--- config.mk ---
export PLATFORM = sky130hd
export DESIGN_NAME = multiply_accumulate_unit
export DESIGN_NICKNAME = d
export VERILOG_FILES = /design/src/common/mac_pkg.sv /design/src/mac_product_stage.sv /design/src/mac_rounder.sv /design/src/multiply_accumulate_unit.sv
export SDC_FILE = /design/constraint.sdc
export NUM_CORES = 1
export LEC_CHECK = 0
export ABC_AREA = 1
export BUFFER_PORTS_ARGS = -buffer_cell sky130_fd_sc_hd__buf_4
export CAP_MARGIN = 0
export CORE_MARGIN = 10
export CORE_UTILIZATION = 65
export DETAILED_ROUTE_END_ITERATION = 10
export PLACE_DENSITY = 0.87
export SYNTH_ARGS = -nofsm -noshare
export SYNTH_HDL_FRONTEND = slang
export SYNTH_SLANG_ARGS = --single-unit
--- constraint.sdc ---
create_clock -name i_mclk -period 15.4 [get_ports i_mclk]
set_input_delay 0 -clock i_mclk [delete_from_list [all_inputs] [get_ports i_mclk]]
set_output_delay 0 -clock i_mclk [all_outputs]
set_load 0.01 [all_outputs]
--- src/common/mac_pkg.sv ---
package mac_pkg;

	// ----------------------------------------------------------------
	// Widths
	// ----------------------------------------------------------------
	localparam int ADDR_W = 4;
	localparam int DATA_W = 8;
	localparam int OP_W = 16;
	localparam int PROD_W = 32;
	localparam int ACC_W = 40;
	localparam int ACC_LANES = 5;
	localparam int IRQ_W = 3;

	// ----------------------------------------------------------------
	// Register offsets
	// ----------------------------------------------------------------
	localparam logic [ADDR_W-1:0] OFS_CONFIG = 4'h0;
	localparam logic [ADDR_W-1:0] OFS_FLAGS = 4'h1;
	localparam logic [ADDR_W-1:0] OFS_A_LOW = 4'h2;
	localparam logic [ADDR_W-1:0] OFS_A_HIGH = 4'h3;
	localparam logic [ADDR_W-1:0] OFS_B_LOW = 4'h4;
	localparam logic [ADDR_W-1:0] OFS_B_HIGH = 4'h5;
	localparam logic [ADDR_W-1:0] OFS_ACC0 = 4'h6;
	localparam logic [ADDR_W-1:0] OFS_RND_LOW = 4'hb;
	localparam logic [ADDR_W-1:0] OFS_RND_HIGH = 4'hc;
	localparam logic [ADDR_W-1:0] OFS_IRQ_STATUS = 4'hd;
	localparam logic [ADDR_W-1:0] OFS_IRQ_MASK = 4'he;

	// ----------------------------------------------------------------
	// Field positions
	// ----------------------------------------------------------------
	localparam int CFG_MODE_BIT = 0;
	localparam int CFG_SAT_BIT = 1;
	localparam int CFG_CLR_BIT = 3;
	localparam int CFG_DIR_BIT = 4;
	localparam int CFG_SHIFT_BIT = 5;
	localparam int IRQ_DONE_BIT = 0;
	localparam int IRQ_HOVF_BIT = 1;
	localparam int IRQ_SHIFT_BIT = 2;
	localparam int FLG_HOVF_BIT = 3;

	// ----------------------------------------------------------------
	// Reset values and constants
	// ----------------------------------------------------------------
	localparam logic [3:0] FLAGS_RST = 4'h4;
	localparam logic [DATA_W-1:0] OVR_POS_TOP = 8'h7f;
	localparam logic [DATA_W-1:0] OVR_NEG_TOP = 8'h80;
	localparam logic [PROD_W-1:0] RND_HALF = 32'h0000_8000;
	localparam logic [OP_W-1:0] SAT_POS = 16'h7fff;
	localparam logic [OP_W-1:0] SAT_NEG = 16'h8000;

	// ----------------------------------------------------------------
	// Types
	// ----------------------------------------------------------------
	typedef enum logic {
		MODE_MAC = 1'b0,
		MODE_MUL_ONLY = 1'b1
	} mode_e;

	typedef struct packed {
		logic hard_overflow_flag;
		logic zero;
		logic soft_overflow;
		logic negative;
	} flags_s;

	typedef struct packed {
		logic start;
		mode_e mode;
		logic signed [PROD_W-1:0] prod;
	} stage_s;

endpackage

--- src/mac_product_stage.sv ---
`timescale 1ns/1ps

module mac_product_stage
	import mac_pkg::*;
(
	input wire logic i_mclk,
	input wire logic i_rst,
	input wire logic i_ce,
	input wire logic i_go,
	input wire mode_e i_mode,
	input wire logic [OP_W-1:0] i_a,
	input wire logic [OP_W-1:0] i_b,
	output stage_s o_stage
);

	// ----------------------------------------------------------------
	// First stage: signed product in one cycle
	// ----------------------------------------------------------------
	logic signed [PROD_W-1:0] prod_nxt;

	// Operands widened first so the product is formed at full width
	assign prod_nxt = $signed({{OP_W{i_a[OP_W-1]}}, i_a}) * $signed({{OP_W{i_b[OP_W-1]}}, i_b});

	always_ff @(posedge i_mclk or posedge i_rst) begin
		if (i_rst) begin
			o_stage <= '0;
		end else if (i_ce) begin
			o_stage.start <= i_go;
			if (i_go) begin
				o_stage.mode <= i_mode;
				o_stage.prod <= prod_nxt;
			end
		end
	end

endmodule

--- src/mac_rounder.sv ---
`timescale 1ns/1ps

module mac_rounder
	import mac_pkg::*;
(
	input wire logic [ACC_W-1:0] i_acc,
	input wire logic i_saturate,
	output logic [OP_W-1:0] o_round
);

	// ----------------------------------------------------------------
	// Round to nearest on bit 16, clamp to 16 bits when asked
	// ----------------------------------------------------------------
	logic [PROD_W-1:0] sum;
	logic wide;

	assign sum = i_acc[PROD_W-1:0] + RND_HALF;
	// Value no longer fits 32 signed bits
	assign wide = ~(&i_acc[ACC_W-1:PROD_W-1]) & (|i_acc[ACC_W-1:PROD_W-1]);

	always_comb begin
		o_round = sum[PROD_W-1:OP_W];
		if (i_saturate) begin
			if (wide) begin
				o_round = i_acc[ACC_W-1] ? SAT_NEG : SAT_POS;
			end else if (!i_acc[PROD_W-1] && sum[PROD_W-1]) begin
				o_round = SAT_POS;
			end
		end
	end

endmodule

--- src/multiply_accumulate_unit.sv ---
`timescale 1ns/1ps

// Contract
// - Mode bit clear: signed 16x16 product added into the 40-bit accumulator.
// - Three pipeline stages, each exactly one clock.
// - Only a write to operand B low byte starts an operation.
// - Stage one multiplies; stage two adds and stores into the accumulator.
// - Flags update at the end of stage two from the new accumulator.
// - A new start during stage two is accepted and pipelined.
// - Rounded, optionally saturated result loads at the end of stage three.
// - Clear bit set at start clears accumulator and flags next clock, self-clears.
// - Mode bit set: product added to zero, overwriting the accumulator.
// - Multiply-only product visible two clocks after start, rounded after three.
// - Multiply-only operations leave the hard overflow flag unchanged.
// - Shift-start bit shifts accumulator one bit in one clock, then self-clears.
// - Shift-direction bit: zero shifts left, one shifts right.
// - Right shift is arithmetic, refilling bit 39 with itself.
// - Shifts never touch the status flags.
// - Hard overflow sets when overflow byte moves 0x7f to 0x80 or back.
// - Soft overflow sets on overflow into bit 31, clears once corrected.

module multiply_accumulate_unit
	import mac_pkg::*;
(
	input wire logic i_mclk,
	input wire logic i_rst,
	input wire logic i_ce,
	input wire logic [ADDR_W-1:0] i_addr,
	input wire logic [DATA_W-1:0] i_wdata,
	input wire logic i_we,
	input wire logic i_re,
	output logic [DATA_W-1:0] o_rdata,
	output logic o_irq
);

	// ----------------------------------------------------------------
	// Decode helpers
	// ----------------------------------------------------------------
	function automatic logic acc_lane_hit(input logic [ADDR_W-1:0] addr, input int lane);
		acc_lane_hit = (addr == OFS_ACC0 + ADDR_W'(lane));
	endfunction

	function automatic logic wr_hit(input logic we, input logic [ADDR_W-1:0] addr,
		input logic [ADDR_W-1:0] ofs);
		wr_hit = we && (addr == ofs);
	endfunction

	// ----------------------------------------------------------------
	// Declarations
	// ----------------------------------------------------------------
	logic mode_sel_r;
	logic saturate_r;
	logic accumulator_clear_r;
	logic shift_direction_r;
	logic shift_start_r;
	logic [OP_W-1:0] operand_a_r;
	logic [OP_W-1:0] operand_b_r;
	logic [ACC_W-1:0] acc_r;
	logic [ACC_W-1:0] acc_nxt;
	logic [ACC_W-1:0] addend;
	logic [ACC_W-1:0] shifted;
	flags_s flags_r;
	logic [OP_W-1:0] round_r;
	logic [OP_W-1:0] round_nxt;
	logic start_go_r;
	logic clear_go_r;
	logic round_go_r;
	logic [IRQ_W-1:0] irq_status_r;
	logic [IRQ_W-1:0] irq_mask_r;
	logic [IRQ_W-1:0] irq_events;
	logic [DATA_W-1:0] rdata_r;
	logic [DATA_W-1:0] read_mux;
	logic start_wr;
	logic cfg_wr;
	logic flags_wr;
	logic acc_wr;
	logic hovf_event;
	logic soft_ovf;
	logic [DATA_W-1:0] ovr_old;
	logic [DATA_W-1:0] ovr_new;
	logic acc_busy;
	stage_s stage1;

	// ----------------------------------------------------------------
	// Write decode
	// ----------------------------------------------------------------
	assign start_wr = wr_hit(i_we, i_addr, OFS_B_LOW);
	assign cfg_wr = wr_hit(i_we, i_addr, OFS_CONFIG);
	assign flags_wr = wr_hit(i_we, i_addr, OFS_FLAGS);

	// Software may preload the accumulator one byte at a time
	always_comb begin
		acc_wr = 1'b0;
		for (int i = 0; i < ACC_LANES; i++) begin
			acc_wr = acc_wr | (i_we && acc_lane_hit(i_addr, i));
		end
	end

	// ----------------------------------------------------------------
	// Configuration
	// ----------------------------------------------------------------
	// Self-clears come first so that a software write in the same cycle wins
	always_ff @(posedge i_mclk or posedge i_rst) begin
		if (i_rst) begin
			mode_sel_r <= 1'b0;
			saturate_r <= 1'b0;
			accumulator_clear_r <= 1'b0;
			shift_direction_r <= 1'b0;
			shift_start_r <= 1'b0;
		end else if (i_ce) begin
			if (clear_go_r) begin
				accumulator_clear_r <= 1'b0;
			end
			if (shift_start_r) begin
				shift_start_r <= 1'b0;
			end
			if (cfg_wr) begin
				mode_sel_r <= i_wdata[CFG_MODE_BIT];
				saturate_r <= i_wdata[CFG_SAT_BIT];
				accumulator_clear_r <= i_wdata[CFG_CLR_BIT];
				shift_direction_r <= i_wdata[CFG_DIR_BIT];
				shift_start_r <= i_wdata[CFG_SHIFT_BIT];
			end
		end
	end

	// ----------------------------------------------------------------
	// Operands and start
	// ----------------------------------------------------------------
	always_ff @(posedge i_mclk or posedge i_rst) begin
		if (i_rst) begin
			operand_a_r <= '0;
			operand_b_r <= '0;
		end else if (i_ce) begin
			if (wr_hit(i_we, i_addr, OFS_A_LOW)) begin
				operand_a_r[DATA_W-1:0] <= i_wdata;
			end
			if (wr_hit(i_we, i_addr, OFS_A_HIGH)) begin
				operand_a_r[OP_W-1:DATA_W] <= i_wdata;
			end
			if (start_wr) begin
				operand_b_r[DATA_W-1:0] <= i_wdata;
			end
			if (wr_hit(i_we, i_addr, OFS_B_HIGH)) begin
				operand_b_r[OP_W-1:DATA_W] <= i_wdata;
			end
		end
	end

	// A start with the clear bit set runs a clear instead of a product
	always_ff @(posedge i_mclk or posedge i_rst) begin
		if (i_rst) begin
			start_go_r <= 1'b0;
			clear_go_r <= 1'b0;
		end else if (i_ce) begin
			start_go_r <= start_wr && !accumulator_clear_r;
			clear_go_r <= start_wr && accumulator_clear_r;
		end
	end

	// ----------------------------------------------------------------
	// Stage one: product
	// ----------------------------------------------------------------
	mac_product_stage u_product (
		.i_mclk(i_mclk),
		.i_rst(i_rst),
		.i_ce(i_ce),
		.i_go(start_go_r),
		.i_mode(mode_e'(mode_sel_r)),
		.i_a(operand_a_r),
		.i_b(operand_b_r),
		.o_stage(stage1)
	);

	// ----------------------------------------------------------------
	// Stage two: accumulate
	// ----------------------------------------------------------------
	assign addend = (stage1.mode == MODE_MUL_ONLY) ? '0 : acc_r;
	assign acc_nxt = addend + {{(ACC_W-PROD_W){stage1.prod[PROD_W-1]}}, stage1.prod};

	assign ovr_old = acc_r[ACC_W-1:PROD_W];
	assign ovr_new = acc_nxt[ACC_W-1:PROD_W];
	assign hovf_event = stage1.start && (stage1.mode == MODE_MAC) &&
		(((ovr_old == OVR_POS_TOP) && (ovr_new == OVR_NEG_TOP)) ||
		((ovr_old == OVR_NEG_TOP) && (ovr_new == OVR_POS_TOP)));
	// Bits 39..31 disagree: sign bit 31 no longer holds the true sign
	assign soft_ovf = ~(&acc_nxt[ACC_W-1:PROD_W-1]) & (|acc_nxt[ACC_W-1:PROD_W-1]);

	always_comb begin
		if (shift_direction_r) begin
			shifted = {acc_r[ACC_W-1], acc_r[ACC_W-1:1]};
		end else begin
			shifted = {acc_r[ACC_W-2:0], 1'b0};
		end
	end

	// Shift that meets a stage-two add is dropped; the add owns the cycle
	assign acc_busy = clear_go_r || stage1.start;

	// A clear that meets a stage-two add wins; that product is lost
	always_ff @(posedge i_mclk or posedge i_rst) begin
		if (i_rst) begin
			acc_r <= '0;
		end else if (i_ce) begin
			if (clear_go_r) begin
				acc_r <= '0;
			end else if (stage1.start) begin
				acc_r <= acc_nxt;
			end else if (shift_start_r) begin
				acc_r <= shifted;
			end else if (acc_wr) begin
				for (int i = 0; i < ACC_LANES; i++) begin
					if (acc_lane_hit(i_addr, i)) begin
						acc_r[DATA_W*i +: DATA_W] <= i_wdata;
					end
				end
			end
		end
	end

	// ----------------------------------------------------------------
	// Status flags
	// ----------------------------------------------------------------
	// Shifts are absent here on purpose
	always_ff @(posedge i_mclk or posedge i_rst) begin
		if (i_rst) begin
			flags_r <= flags_s'(FLAGS_RST);
		end else if (i_ce) begin
			if (clear_go_r) begin
				flags_r <= '0;
			end else if (stage1.start) begin
				flags_r.zero <= (acc_nxt == '0);
				flags_r.negative <= acc_nxt[ACC_W-1];
				flags_r.soft_overflow <= soft_ovf;
				// Sticky: a software clear in this cycle loses to a new overflow
				flags_r.hard_overflow_flag <= hovf_event |
					(flags_wr ? i_wdata[FLG_HOVF_BIT] : flags_r.hard_overflow_flag);
			end else if (flags_wr) begin
				flags_r <= flags_s'(i_wdata[$bits(flags_s)-1:0]);
			end
		end
	end

	// ----------------------------------------------------------------
	// Stage three: rounding
	// ----------------------------------------------------------------
	mac_rounder u_rounder (
		.i_acc(acc_r),
		.i_saturate(saturate_r),
		.o_round(round_nxt)
	);

	// Round follows the accumulator by one clock after an add, shift or clear; byte writes to the accumulator do not load it
	always_ff @(posedge i_mclk or posedge i_rst) begin
		if (i_rst) begin
			round_go_r <= 1'b0;
			round_r <= '0;
		end else if (i_ce) begin
			round_go_r <= stage1.start || (shift_start_r && !acc_busy) || clear_go_r;
			if (round_go_r) begin
				round_r <= round_nxt;
			end
		end
	end

	// ----------------------------------------------------------------
	// Interrupts
	// ----------------------------------------------------------------
	// Done fires at the end of stage two, together with the flags
	always_comb begin
		irq_events = '0;
		irq_events[IRQ_DONE_BIT] = stage1.start;
		irq_events[IRQ_HOVF_BIT] = hovf_event;
		irq_events[IRQ_SHIFT_BIT] = shift_start_r && !acc_busy;
	end

	// Write-one-to-clear; a new event in the clearing cycle stays set
	always_ff @(posedge i_mclk or posedge i_rst) begin
		if (i_rst) begin
			irq_status_r <= '0;
			irq_mask_r <= '0;
		end else if (i_ce) begin
			if (wr_hit(i_we, i_addr, OFS_IRQ_STATUS)) begin
				irq_status_r <= (irq_status_r & ~i_wdata[IRQ_W-1:0]) | irq_events;
			end else begin
				irq_status_r <= irq_status_r | irq_events;
			end
			if (wr_hit(i_we, i_addr, OFS_IRQ_MASK)) begin
				irq_mask_r <= i_wdata[IRQ_W-1:0];
			end
		end
	end

	assign o_irq = |(irq_status_r & irq_mask_r);

	// ----------------------------------------------------------------
	// Read path
	// ----------------------------------------------------------------
	// Reads have no side effects, so polling never loses an event
	always_comb begin
		read_mux = '0;
		unique case (i_addr)
			OFS_CONFIG: begin
				read_mux[CFG_MODE_BIT] = mode_sel_r;
				read_mux[CFG_SAT_BIT] = saturate_r;
				read_mux[CFG_CLR_BIT] = accumulator_clear_r;
				read_mux[CFG_DIR_BIT] = shift_direction_r;
				read_mux[CFG_SHIFT_BIT] = shift_start_r;
			end
			OFS_FLAGS: read_mux = {4'h0, flags_r};
			OFS_A_LOW: read_mux = operand_a_r[DATA_W-1:0];
			OFS_A_HIGH: read_mux = operand_a_r[OP_W-1:DATA_W];
			OFS_B_LOW: read_mux = operand_b_r[DATA_W-1:0];
			OFS_B_HIGH: read_mux = operand_b_r[OP_W-1:DATA_W];
			OFS_RND_LOW: read_mux = round_r[DATA_W-1:0];
			OFS_RND_HIGH: read_mux = round_r[OP_W-1:DATA_W];
			OFS_IRQ_STATUS: read_mux = {{(DATA_W-IRQ_W){1'b0}}, irq_status_r};
			OFS_IRQ_MASK: read_mux = {{(DATA_W-IRQ_W){1'b0}}, irq_mask_r};
			default: begin
				for (int i = 0; i < ACC_LANES; i++) begin
					if (acc_lane_hit(i_addr, i)) begin
						read_mux = acc_r[DATA_W*i +: DATA_W];
					end
				end
			end
		endcase
	end

	// Data only in the cycle after the strobe, zero otherwise; the value holds while i_ce is low
	always_ff @(posedge i_mclk or posedge i_rst) begin
		if (i_rst) begin
			rdata_r <= '0;
		end else if (i_ce) begin
			rdata_r <= i_re ? read_mux : '0;
		end
	end

	assign o_rdata = rdata_r;

endmodule

### Word level (Yosys, flattened, before mapping)

Index checks and enable logic that the tools add are counted.

| word-level totals | value |
|---|---|
| flip-flop bits (word level) | 148 |
| output and inout port bits | 9 |

| operators by class | value |
|---|---|
| $add $sub $neg | 2 |
| multiply operators | 1 |
| equal/unequal tests | 19 |
| mux-type cells | 33 |
| bitwise logic cells | 15 |
| reduce and logical (&&, ||, !) cells | 61 |

Operators by type and width:

| kind | number |
|---|---|
| $mux 40 | 6 |
| $mux 8 | 11 |
| $mux 16 | 4 |
| $add 40x40->40 | 1 |
| $logic_not 40->1 | 1 |
| $add 32x16->32 const B | 1 |
| $mul 16x16->32 | 1 |
| $eq 4x4->1 const B | 7 |
| $pmux 3 s9 | 1 |
| $reduce_bool 4->1 | 6 |
| $logic_and 1x1->1 | 21 |
| $pmux 2 s10 | 1 |
| $reduce_and 2->1 | 10 |
| $reduce_and 9->1 | 2 |
| $reduce_or 9->1 | 2 |
| $eq 4x3->1 const B | 4 |
| $eq 8x7->1 const B | 2 |
| $eq 8x8->1 const B | 2 |
| $reduce_and 3->1 | 5 |
| $pmux 2 s7 | 1 |
| $mux 4 | 3 |
| $pmux 1 s10 | 1 |
| $eq 4x2->1 const B | 2 |
| $and 3x3->3 | 2 |
| other kinds (18) | 34 |

### Logic depth before layout (Yosys ltp)

Gate-level depths: netlist (run 1).

| logic depth | value |
|---|---|
| depth in word-level cells | 10 |
| mapped depth | 28 |
| mapped depth without buffers | 26 |

### Modules after synthesis

From an unflattened synthesis (run 1), not the netlist that was laid out.

| unflattened totals | value |
|---|---|
| cell total of the unflattened synthesis | 3244 |
| area, all modules | 22475.3 µm² |

Modules (own cells, without submodules):

| module | instances | cells each | area an instance (µm²) |
|---|---|---|---|
| mac_product_stage | 1 | 1644 | 12250.5 |
| multiply_accumulate_unit | 1 | 1485 | 9594.2 |
| mac_rounder | 1 | 115 | 630.6 |

### Worst setup path before layout (run 1)

Ideal clock, no wire load.

| timing path | value |
|---|---|
| path kind | flip-flop to flip-flop |
| start | reg operand_a_r[15] |
| end | reg u_product.o_stage[29] (netlist bit) |
| library setup time | 82 ps |
| data arrival time | 5746 ps |
| path slack | 9572 ps |
| stages on the path, launching flop included | 24 |
| buffers on the path | 2 |
| clock period less this slack | 5828 ps |
| cells stage by stage | dfrtp_1 -> clkbuf_1 -> clkbuf_1 -> nand2_1 -> inv_1 -> fa_1 -> fa_1 -> fa_1 -> fa_1 -> fa_1 -> inv_1 -> fa_1 -> inv_1 -> ha_1 -> nand2_1 -> nor4_1 -> nand3_1 -> nand3_1 -> nand3_1 -> nand2_1 -> nand3_1 -> nand2_1 -> nand2_1 -> a31oi_1 |

| between the ends | value |
|---|---|
| cells in the longest elaborated chain, start to end | 1 |

RTL lines:

| what | line | RTL |
|---|---|---|
| from (decl) | multiply_accumulate_unit.sv:56 | `logic [OP_W-1:0] operand_a_r;` |
| from (signal, indexed assignment) | multiply_accumulate_unit.sv:136 | `operand_a_r[DATA_W-1:0] <= i_wdata;` |
| from (signal, indexed assignment) | multiply_accumulate_unit.sv:139 | `operand_a_r[OP_W-1:DATA_W] <= i_wdata;` |
| $mul 16x16->32 | mac_product_stage.sv:22 | `assign prod_nxt = $signed({{OP_W{i_a[OP_W-1]}}, i_a}) * $signed({{OP_W{i_b[OP_W-1]}}, i_b});` |
| to (decl) | mac_product_stage.sv:13 | `output stage_s o_stage` |

Every way passes these cells.
A chain may end at the register's enable or synchronous reset.

### Worst setup path after layout (run 1)

| timing path | value |
|---|---|
| start | reg operand_b_r[1] |
| end | reg u_product.o_stage[29] (netlist bit) |

| between the ends | value |
|---|---|
| cells in the longest elaborated chain, start to end | 1 |

RTL lines:

| what | line | RTL |
|---|---|---|
| from (decl) | multiply_accumulate_unit.sv:57 | `logic [OP_W-1:0] operand_b_r;` |
| from (signal, indexed assignment) | multiply_accumulate_unit.sv:142 | `operand_b_r[DATA_W-1:0] <= i_wdata;` |
| from (signal, indexed assignment) | multiply_accumulate_unit.sv:145 | `operand_b_r[OP_W-1:DATA_W] <= i_wdata;` |
| $mul 16x16->32 | mac_product_stage.sv:22 |  |

Every way passes these cells.

==> qor.yml, run 1 <==
outcome: "finished, final reports clean"
clock_latency_ns: 0.46
firstDrtPassIters: 6
grt_usage_pct: 35.17
start_util_pct: 65.86
cts.sinks: 148
rr_worst_depth: 21
yosys.area_share.adder_pct: 31.89
min_from: "i_we"
critPathBufInv: 3
drive_above_1_share_pct: 3.700
crit_path_max_fanout: 18
hold_viol: 0
yosys-top-cells-count: "nand2_1 (769), inv_1 (685), fa_1 (263)"
reg2reg_to: "u_product.o_stage[29]$_DFFE_PP0P_"
r2r_slack_ns: 8.80
cp.required_ns: 15.76
viasPerCell: 5.951
synth_nets: 3416
io_pins: 26
yosys.area_share.xor_xnor_pct: 2.049
post-route-min-period_ns: 6.599
yosysMostFrequentCell: "nand2_1"
max_stage_delay_ns: 0.84
wl_mm: 70.86
setup_viol: 0
synth-compound-area-share_pct: 12.76
gp_routability_congestion: 1.018
synthCells: 3012
final_net_count: 3364
synth_mux_area_share_pct: 0
synthSimpleGateAreaFrac_pct: 21.88
drt_iter0_markers: 2642
cts_tree: "done"
endpoint_kind: "flip-flop"
path_cells: "nand2_1 -> inv_1 -> fa_1 -> fa_1 -> fa_1 -> fa_1 -> fa_1 -> inv_1 -> fa_1 -> inv_1 -> ha_1 -> nand2_1 -> nor4_1 -> nand3_1 -> nand3_1 -> nand3_1 -> nand2_1 -> nand3_1 -> nand2_1 -> nand2_1 -> a31oi_1"
finalPower_mw: 4.790
grt_pass1_vias: 19880
clock.fmax_ghz: 0.1515
grt_start_max_net_pins: 80
setup_tns_ns: 0
port-buffer-count: 25
p_leak_nw: 12.63
antenna_found_initial: 0
placed_cell_area_mm2: 0.02176
critPathKind: "flip-flop to flip-flop"
synthFlopType: "dfrtp_1"
cts.clk_slew.worst_paths_ns: 0.08
final_util_pct: 69.11
grt_pass1_wl_mm: 111.6
grt_overflow: 0
avgSynthCellArea_um2: 7.096
worst_pin_slew_ns: 0.9997
cp_data_arrival_time_ns: 6.96
yosysTopAreaCellShare_pct: 24.63
slew_headroom_pct: 33.35
num_rows: 66
cts_buffer_depth: 2
pwr_density_cell_mw_per_mm2: 213.6
cap_violations: 0
root_buffer: "clkbuf_16"
h-tree-depth: 4
yosysWarnings: 0
ys_seq_area_share_pct: 17.33
synthTopCellsByArea: "fa_1 (25%), dfrtp_1 (17%), nand2_1 (14%), inv_1 (12%), ha_1 (7.3%)"
synth_edf_count: 0
dieArea_mm2: 0.04054
ant_nets: 0
core_area_mm2: 0.03245
skew_ns: 0.01748
rsz0062_at_grt: "false"
cts_buffers: 17
die_x_um: 201.3
finalInstanceArea_mm2: 0.02243
synth_top_family_by_area: "adder cells"
ir_drop_mv: 0.4384
r2r_start: "operand_b_r[1]$_DFFE_PP0P_"
synthDistinctLibCells: 56
drt-wirelength-per-cell_um: 20.75
async_flop_share_pct: 100.0
fin_crit_sh_pct: 42.85
area_delta_synth_final_pct: 4.941
cp-start-kind: "flip-flop"
dp.final_hpwl_mm: 57.08
min_to: "flags_r[3]$_DFFE_PP0P_"
min_path_cells: 6
synth_area_leader_cell: "fa_1"
holdWs_ns: 0.03259
ys_ff_latch: 148
crit_path_frequent_cell: "fa_1"
synth_area_mm2: 0.02137
drcViolationCount: 0
cts_setup_buffers: 0
diodes: 0
die_h_um: 201.3
hp-class: "input port to flip-flop"
crit_slowest_cell: "fa_1"
vias: 20320
finalMaxSlewViolations: 0
cpLargestDelayFamily: "adder cells"
-- metal layers --
layer / GRT usage (%) / part of all wire, % / wire [um] / up-vias
li1: - / - / - / 9121
met3: 9.510 / 12 / 8821 / 209
met4: 14.15 / 4.5 / 3209 / 0
met5: 0 / 0 / 0 / -
met1: 47.73 / 40 / 28180 / 9693
met2: 52.49 / 43 / 30650 / 1301
-- layout make-up --
type | instances | area (um2)
inverter | 690 | 2595
clock inverter | 15 | 183.9
fill | 2753 | 10020
clock buffer | 17 | 425.4
timing repair buffer | 39 | 307.8
sequential | 148 | 3706
tap | 442 | 553.0
multi-input combinational | 2064 | 14660
-- worst max path at each step --
| stage | from | endpoint | cells after the start |
|---|---|---|---|
| finish | operand_b_r[1]$_DFFE_PP0P_ | u_product.o_stage[29]$_DFFE_PP0P_ | 21 |
| global route | operand_b_r[1]$_DFFE_PP0P_ | u_product.o_stage[29]$_DFFE_PP0P_ | 21 |
| CTS | operand_b_r[1]$_DFFE_PP0P_ | u_product.o_stage[30]$_DFFE_PP0P_ | 19 |
| detailed placement | operand_b_r[1]$_DFFE_PP0P_ | u_product.o_stage[30]$_DFFE_PP0P_ | 19 |
| global placement | operand_b_r[1]$_DFFE_PP0P_ | u_product.o_stage[29]$_DFFE_PP0P_ | 21 |
| floorplan | operand_a_r[15]$_DFFE_PP0P_ | u_product.o_stage[29]$_DFFE_PP0P_ | 23 |
-- kinds of logic after synthesis --
logic type | after synthesis
buffers and inverters | 800
AO/OA/AOI/OAI | 470
AND/OR/NAND/NOR | 1157
flip-flops | 148
XOR/XNOR | 50
adder cells (fa/ha/maj) | 387
-- repair_timing --
item                                    CTS  global route
hold buffers                              6             0
endpoints found under the setup margin    0             0
hold endpoints to repair                 87             0
resized for setup                         0             0
-- metrics by stage --
| stage | cells | setup WS [ns] |
|---|---|---|
| after floorplan | 3012 | 9.572 |
| after global placement | 3377 | 9.157 |
| after detailed placement | 3377 | 9.009 |
| after CTS | 3415 | 8.937 |
| after global routing | 3415 | 8.271 |
| final | 3415 | 8.801 |
-- sequential cells by signal, indices dropped and copies added, names as in the netlist, 3 cells and up --
signal and cells:
o_rdata 8, acc_r 40, irq_mask_r 3, operand_b_r 16, irq_status_r 3, round_r 16
operand_a_r 16, flags_r 4, u_product.o_stage 34
-- layout by cell type (no fill, tap or decap), types with 17 or more instances in the layout --
cell type | Yosys | layout
xor2_1 | 28 | 28
nand2_1 | 769 | 769
o21ai_0 | 169 | 169
ha_1 | 124 | 124
clkbuf_16 | 0 | 17
nor3_1 | 18 | 18
a21oi_1 | 156 | 156
a31oi_1 | 25 | 25
inv_1 | 685 | 684
fa_1 | 263 | 263
buf_4 | 0 | 33
nand4_1 | 22 | 22
xnor2_1 | 22 | 22
dfrtp_1 | 147 | 146
nor2_1 | 223 | 223
nand3_1 | 79 | 79
o22ai_1 | 17 | 17
-- power by group --
group	total, mW	switching, mW	internal (mW)	leakage [nW]
sequential	0.723	0.221	0.502	1.86
combinational	3.62	2.39	1.24	10.5
clock	0.443	0.209	0.234	0.301
total	4.79	2.82	1.97	12.6
-- worst register-to-register path, cell delays in order (launching register included) --
cell	delay [ns]
dfrtp_1	0.81
nand2_1	0.22
inv_1	0.18
fa_1	0.55
fa_1	0.84
fa_1	0.54
fa_1	0.51
fa_1	0.51
inv_1	0.06
fa_1	0.48
inv_1	0.04
ha_1	0.34
nand2_1	0.14
nor4_1	0.45
nand3_1	0.13
nand3_1	0.16
nand3_1	0.11
nand2_1	0.10
nand3_1	0.09
nand2_1	0.08
nand2_1	0.05
a31oi_1	0.12
(Power assumes the default switching activity.)
==> run 2: changes to the inputs <==
--- a/config.mk
+++ b/config.mk
@@ -5,13 +5,13 @@
 export SDC_FILE = /design/constraint.sdc
 export NUM_CORES = 1
 export LEC_CHECK = 0
-export ABC_AREA = 1
+export ABC_AREA = 0
 export BUFFER_PORTS_ARGS = -buffer_cell sky130_fd_sc_hd__buf_4
 export CAP_MARGIN = 0
 export CORE_MARGIN = 10
-export CORE_UTILIZATION = 65
+export CORE_UTILIZATION = 60
 export DETAILED_ROUTE_END_ITERATION = 10
-export PLACE_DENSITY = 0.87
+export PLACE_DENSITY = 0.84
 export SYNTH_ARGS = -nofsm -noshare
 export SYNTH_HDL_FRONTEND = slang
 export SYNTH_SLANG_ARGS = --single-unit
==> constraint.sdc (replaced) <==
create_clock -name i_mclk -period 6.03 [get_ports i_mclk]
set_input_delay 0 -clock i_mclk [delete_from_list [all_inputs] [get_ports i_mclk]]
set_output_delay 0 -clock i_mclk [all_outputs]
set_load 0.01 [all_outputs]
==> qor.yml, run 2 <==
post-route-min-period_ns: 6.357  # -0.2419 ns
async_flop_share_pct: 100.0  # unchanged
cp-start-kind: "flip-flop"
ant_nets: 0  # unchanged
grt_overflow: 0  # unchanged
synthDistinctLibCells: 67  # +20%
final_util_pct: 69.03  # -0.082 points
drt_iter0_markers: 2134  # -19%
grt_start_max_net_pins: 88  # +10%
ys_seq_area_share_pct: 18.10  # +0.77 points
clock_latency_ns: 0.46  # about the same
drcViolationCount: 0  # unchanged
root_buffer: "clkbuf_16"
fin_crit_sh_pct: 105.4  # +63 points
clock.fmax_ghz: 0.1573  # +3.8%
yosys-top-cells-count: "inv_1 (337), nand2_1 (271), fa_1 (263)"
critPathKind: "flip-flop to flip-flop"
die_x_um: 204.7  # +1.7%
h-tree-depth: 4  # unchanged
setup_viol: 6  # +6
dp_slack_ns: -0.4678  # -9.477 ns
dieArea_mm2: 0.04189  # +3.3%
grt_pass1_wl_mm: 104.8  # -6.1%
grt_usage_pct: 32.06  # -3.1 points
num_rows: 67  # +1.5%
area_delta_synth_final_pct: 13.40
crit_path_max_fanout: 5  # -13
drive_above_1_share_pct: 15.55  # +12 points
skew_ns: 0.01669  # -0.0007864 ns
synthCells: 2374  # -21%
port-buffer-count: 25  # unchanged
cts.sinks: 148  # unchanged
worst_slack_ns: -0.3270  # -9.128 ns
synth_area_leader_cell: "fa_1"
start_util_pct: 60.87  # -5.0 points
core_area_mm2: 0.03362  # +3.6%
yosysWarnings: 0  # unchanged
worst_pin_slew_ns: 1.440  # +0.4407 ns
firstDrtPassIters: 8  # +2
synth_area_mm2: 0.02046  # -4.3%
dp.final_hpwl_mm: 51.57  # -9.7%
largest_reg_flops: 40  # unchanged
cap_violations: 0  # unchanged
drt-wirelength-per-cell_um: 22.90  # +10%
synthFlopType: "dfrtp_1"
io_pins: 26  # unchanged
cp_data_arrival_time_ns: 6.65  # -0.31 ns
yosysMostFrequentCell: "inv_1"
finalMaxSlewViolations: 0  # unchanged
hold_viol: 0  # unchanged
synth_nets: 2778  # -19%
cts_tree: "done"
ys_ff_latch: 148  # unchanged
rr_worst_depth: 22  # +4.8%
rsz0062_at_grt: "true"
vias: 18400  # -9.5%
synthTopCellsByArea: "fa_1 (26%), dfrtp_1 (18%), ha_1 (7.6%), inv_1 (6.2%), nand2_1 (5.0%)"
endpoint_kind: "flip-flop"
regMostFlops: "acc_r"
reg.largest.list: "acc_r x40, u_product.o_stage x34"
cts_buffers: 17  # unchanged
die_h_um: 204.7  # +1.7%
viasPerCell: 6.280  # +5.5%
wl_mm: 67.10  # -5.3%
final_cell_mix: "inv_1 (322), nand2_1 (267), fa_1 (255)"
antenna_found_initial: 1  # +1
grt_pass1_vias: 18950  # -4.7%
synth_edf_count: 0  # unchanged
outcome: "complete, but fails checks"
cts.clk_slew.worst_paths_ns: 0.08  # about the same
cp.required_ns: 6.32  # -9.44 ns
final_common_cell: "inv_1"
yosysTopAreaCellShare_pct: 25.73  # +1.1 points
cts_buffer_depth: 2  # unchanged
avgSynthCellArea_um2: 8.620  # +21%
diodes: 0  # unchanged
gp_routability_congestion: 1.067  # +4.8%
slew_headroom_pct: 2.959  # -30 points
hp-class: "input port to flip-flop"
final_net_count: 2874  # -15%
violations: "setup timing"
min_path_cells: 2  # -4
run 2: cell count changes in the layout (fill, tap and decap cells not counted), moves of 26 or more:
cell	previous run	this run
nor2_1	223	108
a21oi_1	156	122
nand2_1	769	267
buf_4	33	183
a21o_1	4	33
nand3_1	79	34
inv_1	684	322
o21ai_0	169	143
mux2_2	0	54
and2_1	1	118
mux2i_1	0	39
nor2b_1	0	44
run 2: path summary, 6_finish.rpt:
path,slack (ns),from,to
min in group asynchronous,0.28,i_rst,o_rdata[0]$_DFFE_PP0P_
min,0.05,i_ce,o_rdata[1]$_DFFE_PP0P_
max reg2reg,-0.33,operand_b_r[15]$_DFFE_PP0P_,u_product.o_stage[30]$_DFFE_PP0P_
min reg2reg,0.48,u_product.o_stage[24]$_DFFE_PP0P_,u_product.o_stage[24]$_DFFE_PP0P_
max in group asynchronous,4.37,i_rst,operand_b_r[1]$_DFFE_PP0P_
max,-0.33,operand_b_r[15]$_DFFE_PP0P_,u_product.o_stage[30]$_DFFE_PP0P_
run 2: repair_timing:
item                       4_1_cts  5_1_grt
setup endpoints to repair        7       11
hold buffers                    10        0
hold endpoints to repair       135        0
setup buffers                   16        9
pin swaps                       18       21
resized for setup               47       42
run 2: logic make-up (layout without fill, tap and decap cells):
family                   Yosys count  count (layout)  share of synthesized area [%]
adder cells (fa/ha/maj)          387             387                          33.31
AND/OR/NAND/NOR                  694             694                          16.41
multiplexers                      93              93                          4.879
AO/OA/AOI/OAI                    505             505                          15.30
XOR/XNOR                          79              79                          3.381
buffers and inverters            468             576                          8.615
flip-flops                       148             148                          18.10
run 2: per-stage QoR:
| step | hold WS (ns) | cell area (um2) | instances | TNS [ns] |
|---|---|---|---|---|
| floorplan | 0.1168 | 20670 | 2374 | -0.01524 |
| global placement | 0.2107 | 22030 | 2865 | -1.258 |
| detailed placement | 0.2308 | 22030 | 2865 | -1.924 |
| CTS | 0.02706 | 23040 | 2922 | -0.6651 |
| global route | 0.05884 | 23210 | 2930 | -2.272 |
| finish | 0.04713 | 23210 | 2930 | -0.8972 |
run 2: critical path, stage by stage, from the launching register on:
cell	delay, ns
dfrtp_1	0.45
inv_1	0.17
nor2_1	0.18
fa_1	0.47
fa_1	0.61
fa_1	0.46
fa_1	0.52
fa_1	0.53
inv_1	0.06
fa_1	0.48
inv_1	0.06
ha_4	0.24
nand2_4	0.08
o21bai_2	0.08
a211oi_2	0.29
a21oi_4	0.12
o21ai_2	0.17
o21ai_2	0.09
o31a_1	0.26
or4_4	0.44
a31oi_4	0.19
xor2_1	0.16
o21ai_1	0.07
run 2: metal layers:
metal	share of wire, %	GRT usage, %
met5	0.019	0
met4	5.1	14.84
met3	10	6.903
met2	47	50.88
met1	38	41.29
run 2: area by class of cell:
class / instances / area [um2]
tap: 448 / 560.5
clock inverter: 12 / 145.1
timing repair buffer: 208 / 1713
sequential: 148 / 3730
inverter: 337 / 1270
clock buffer: 19 / 442.9
fill: 2519 / 10410
multi-input combinational: 1758 / 15340
Power of run 2 is not shown: default switching activity piles up to over one toggle a cycle in this logic, so the estimate is an artifact.
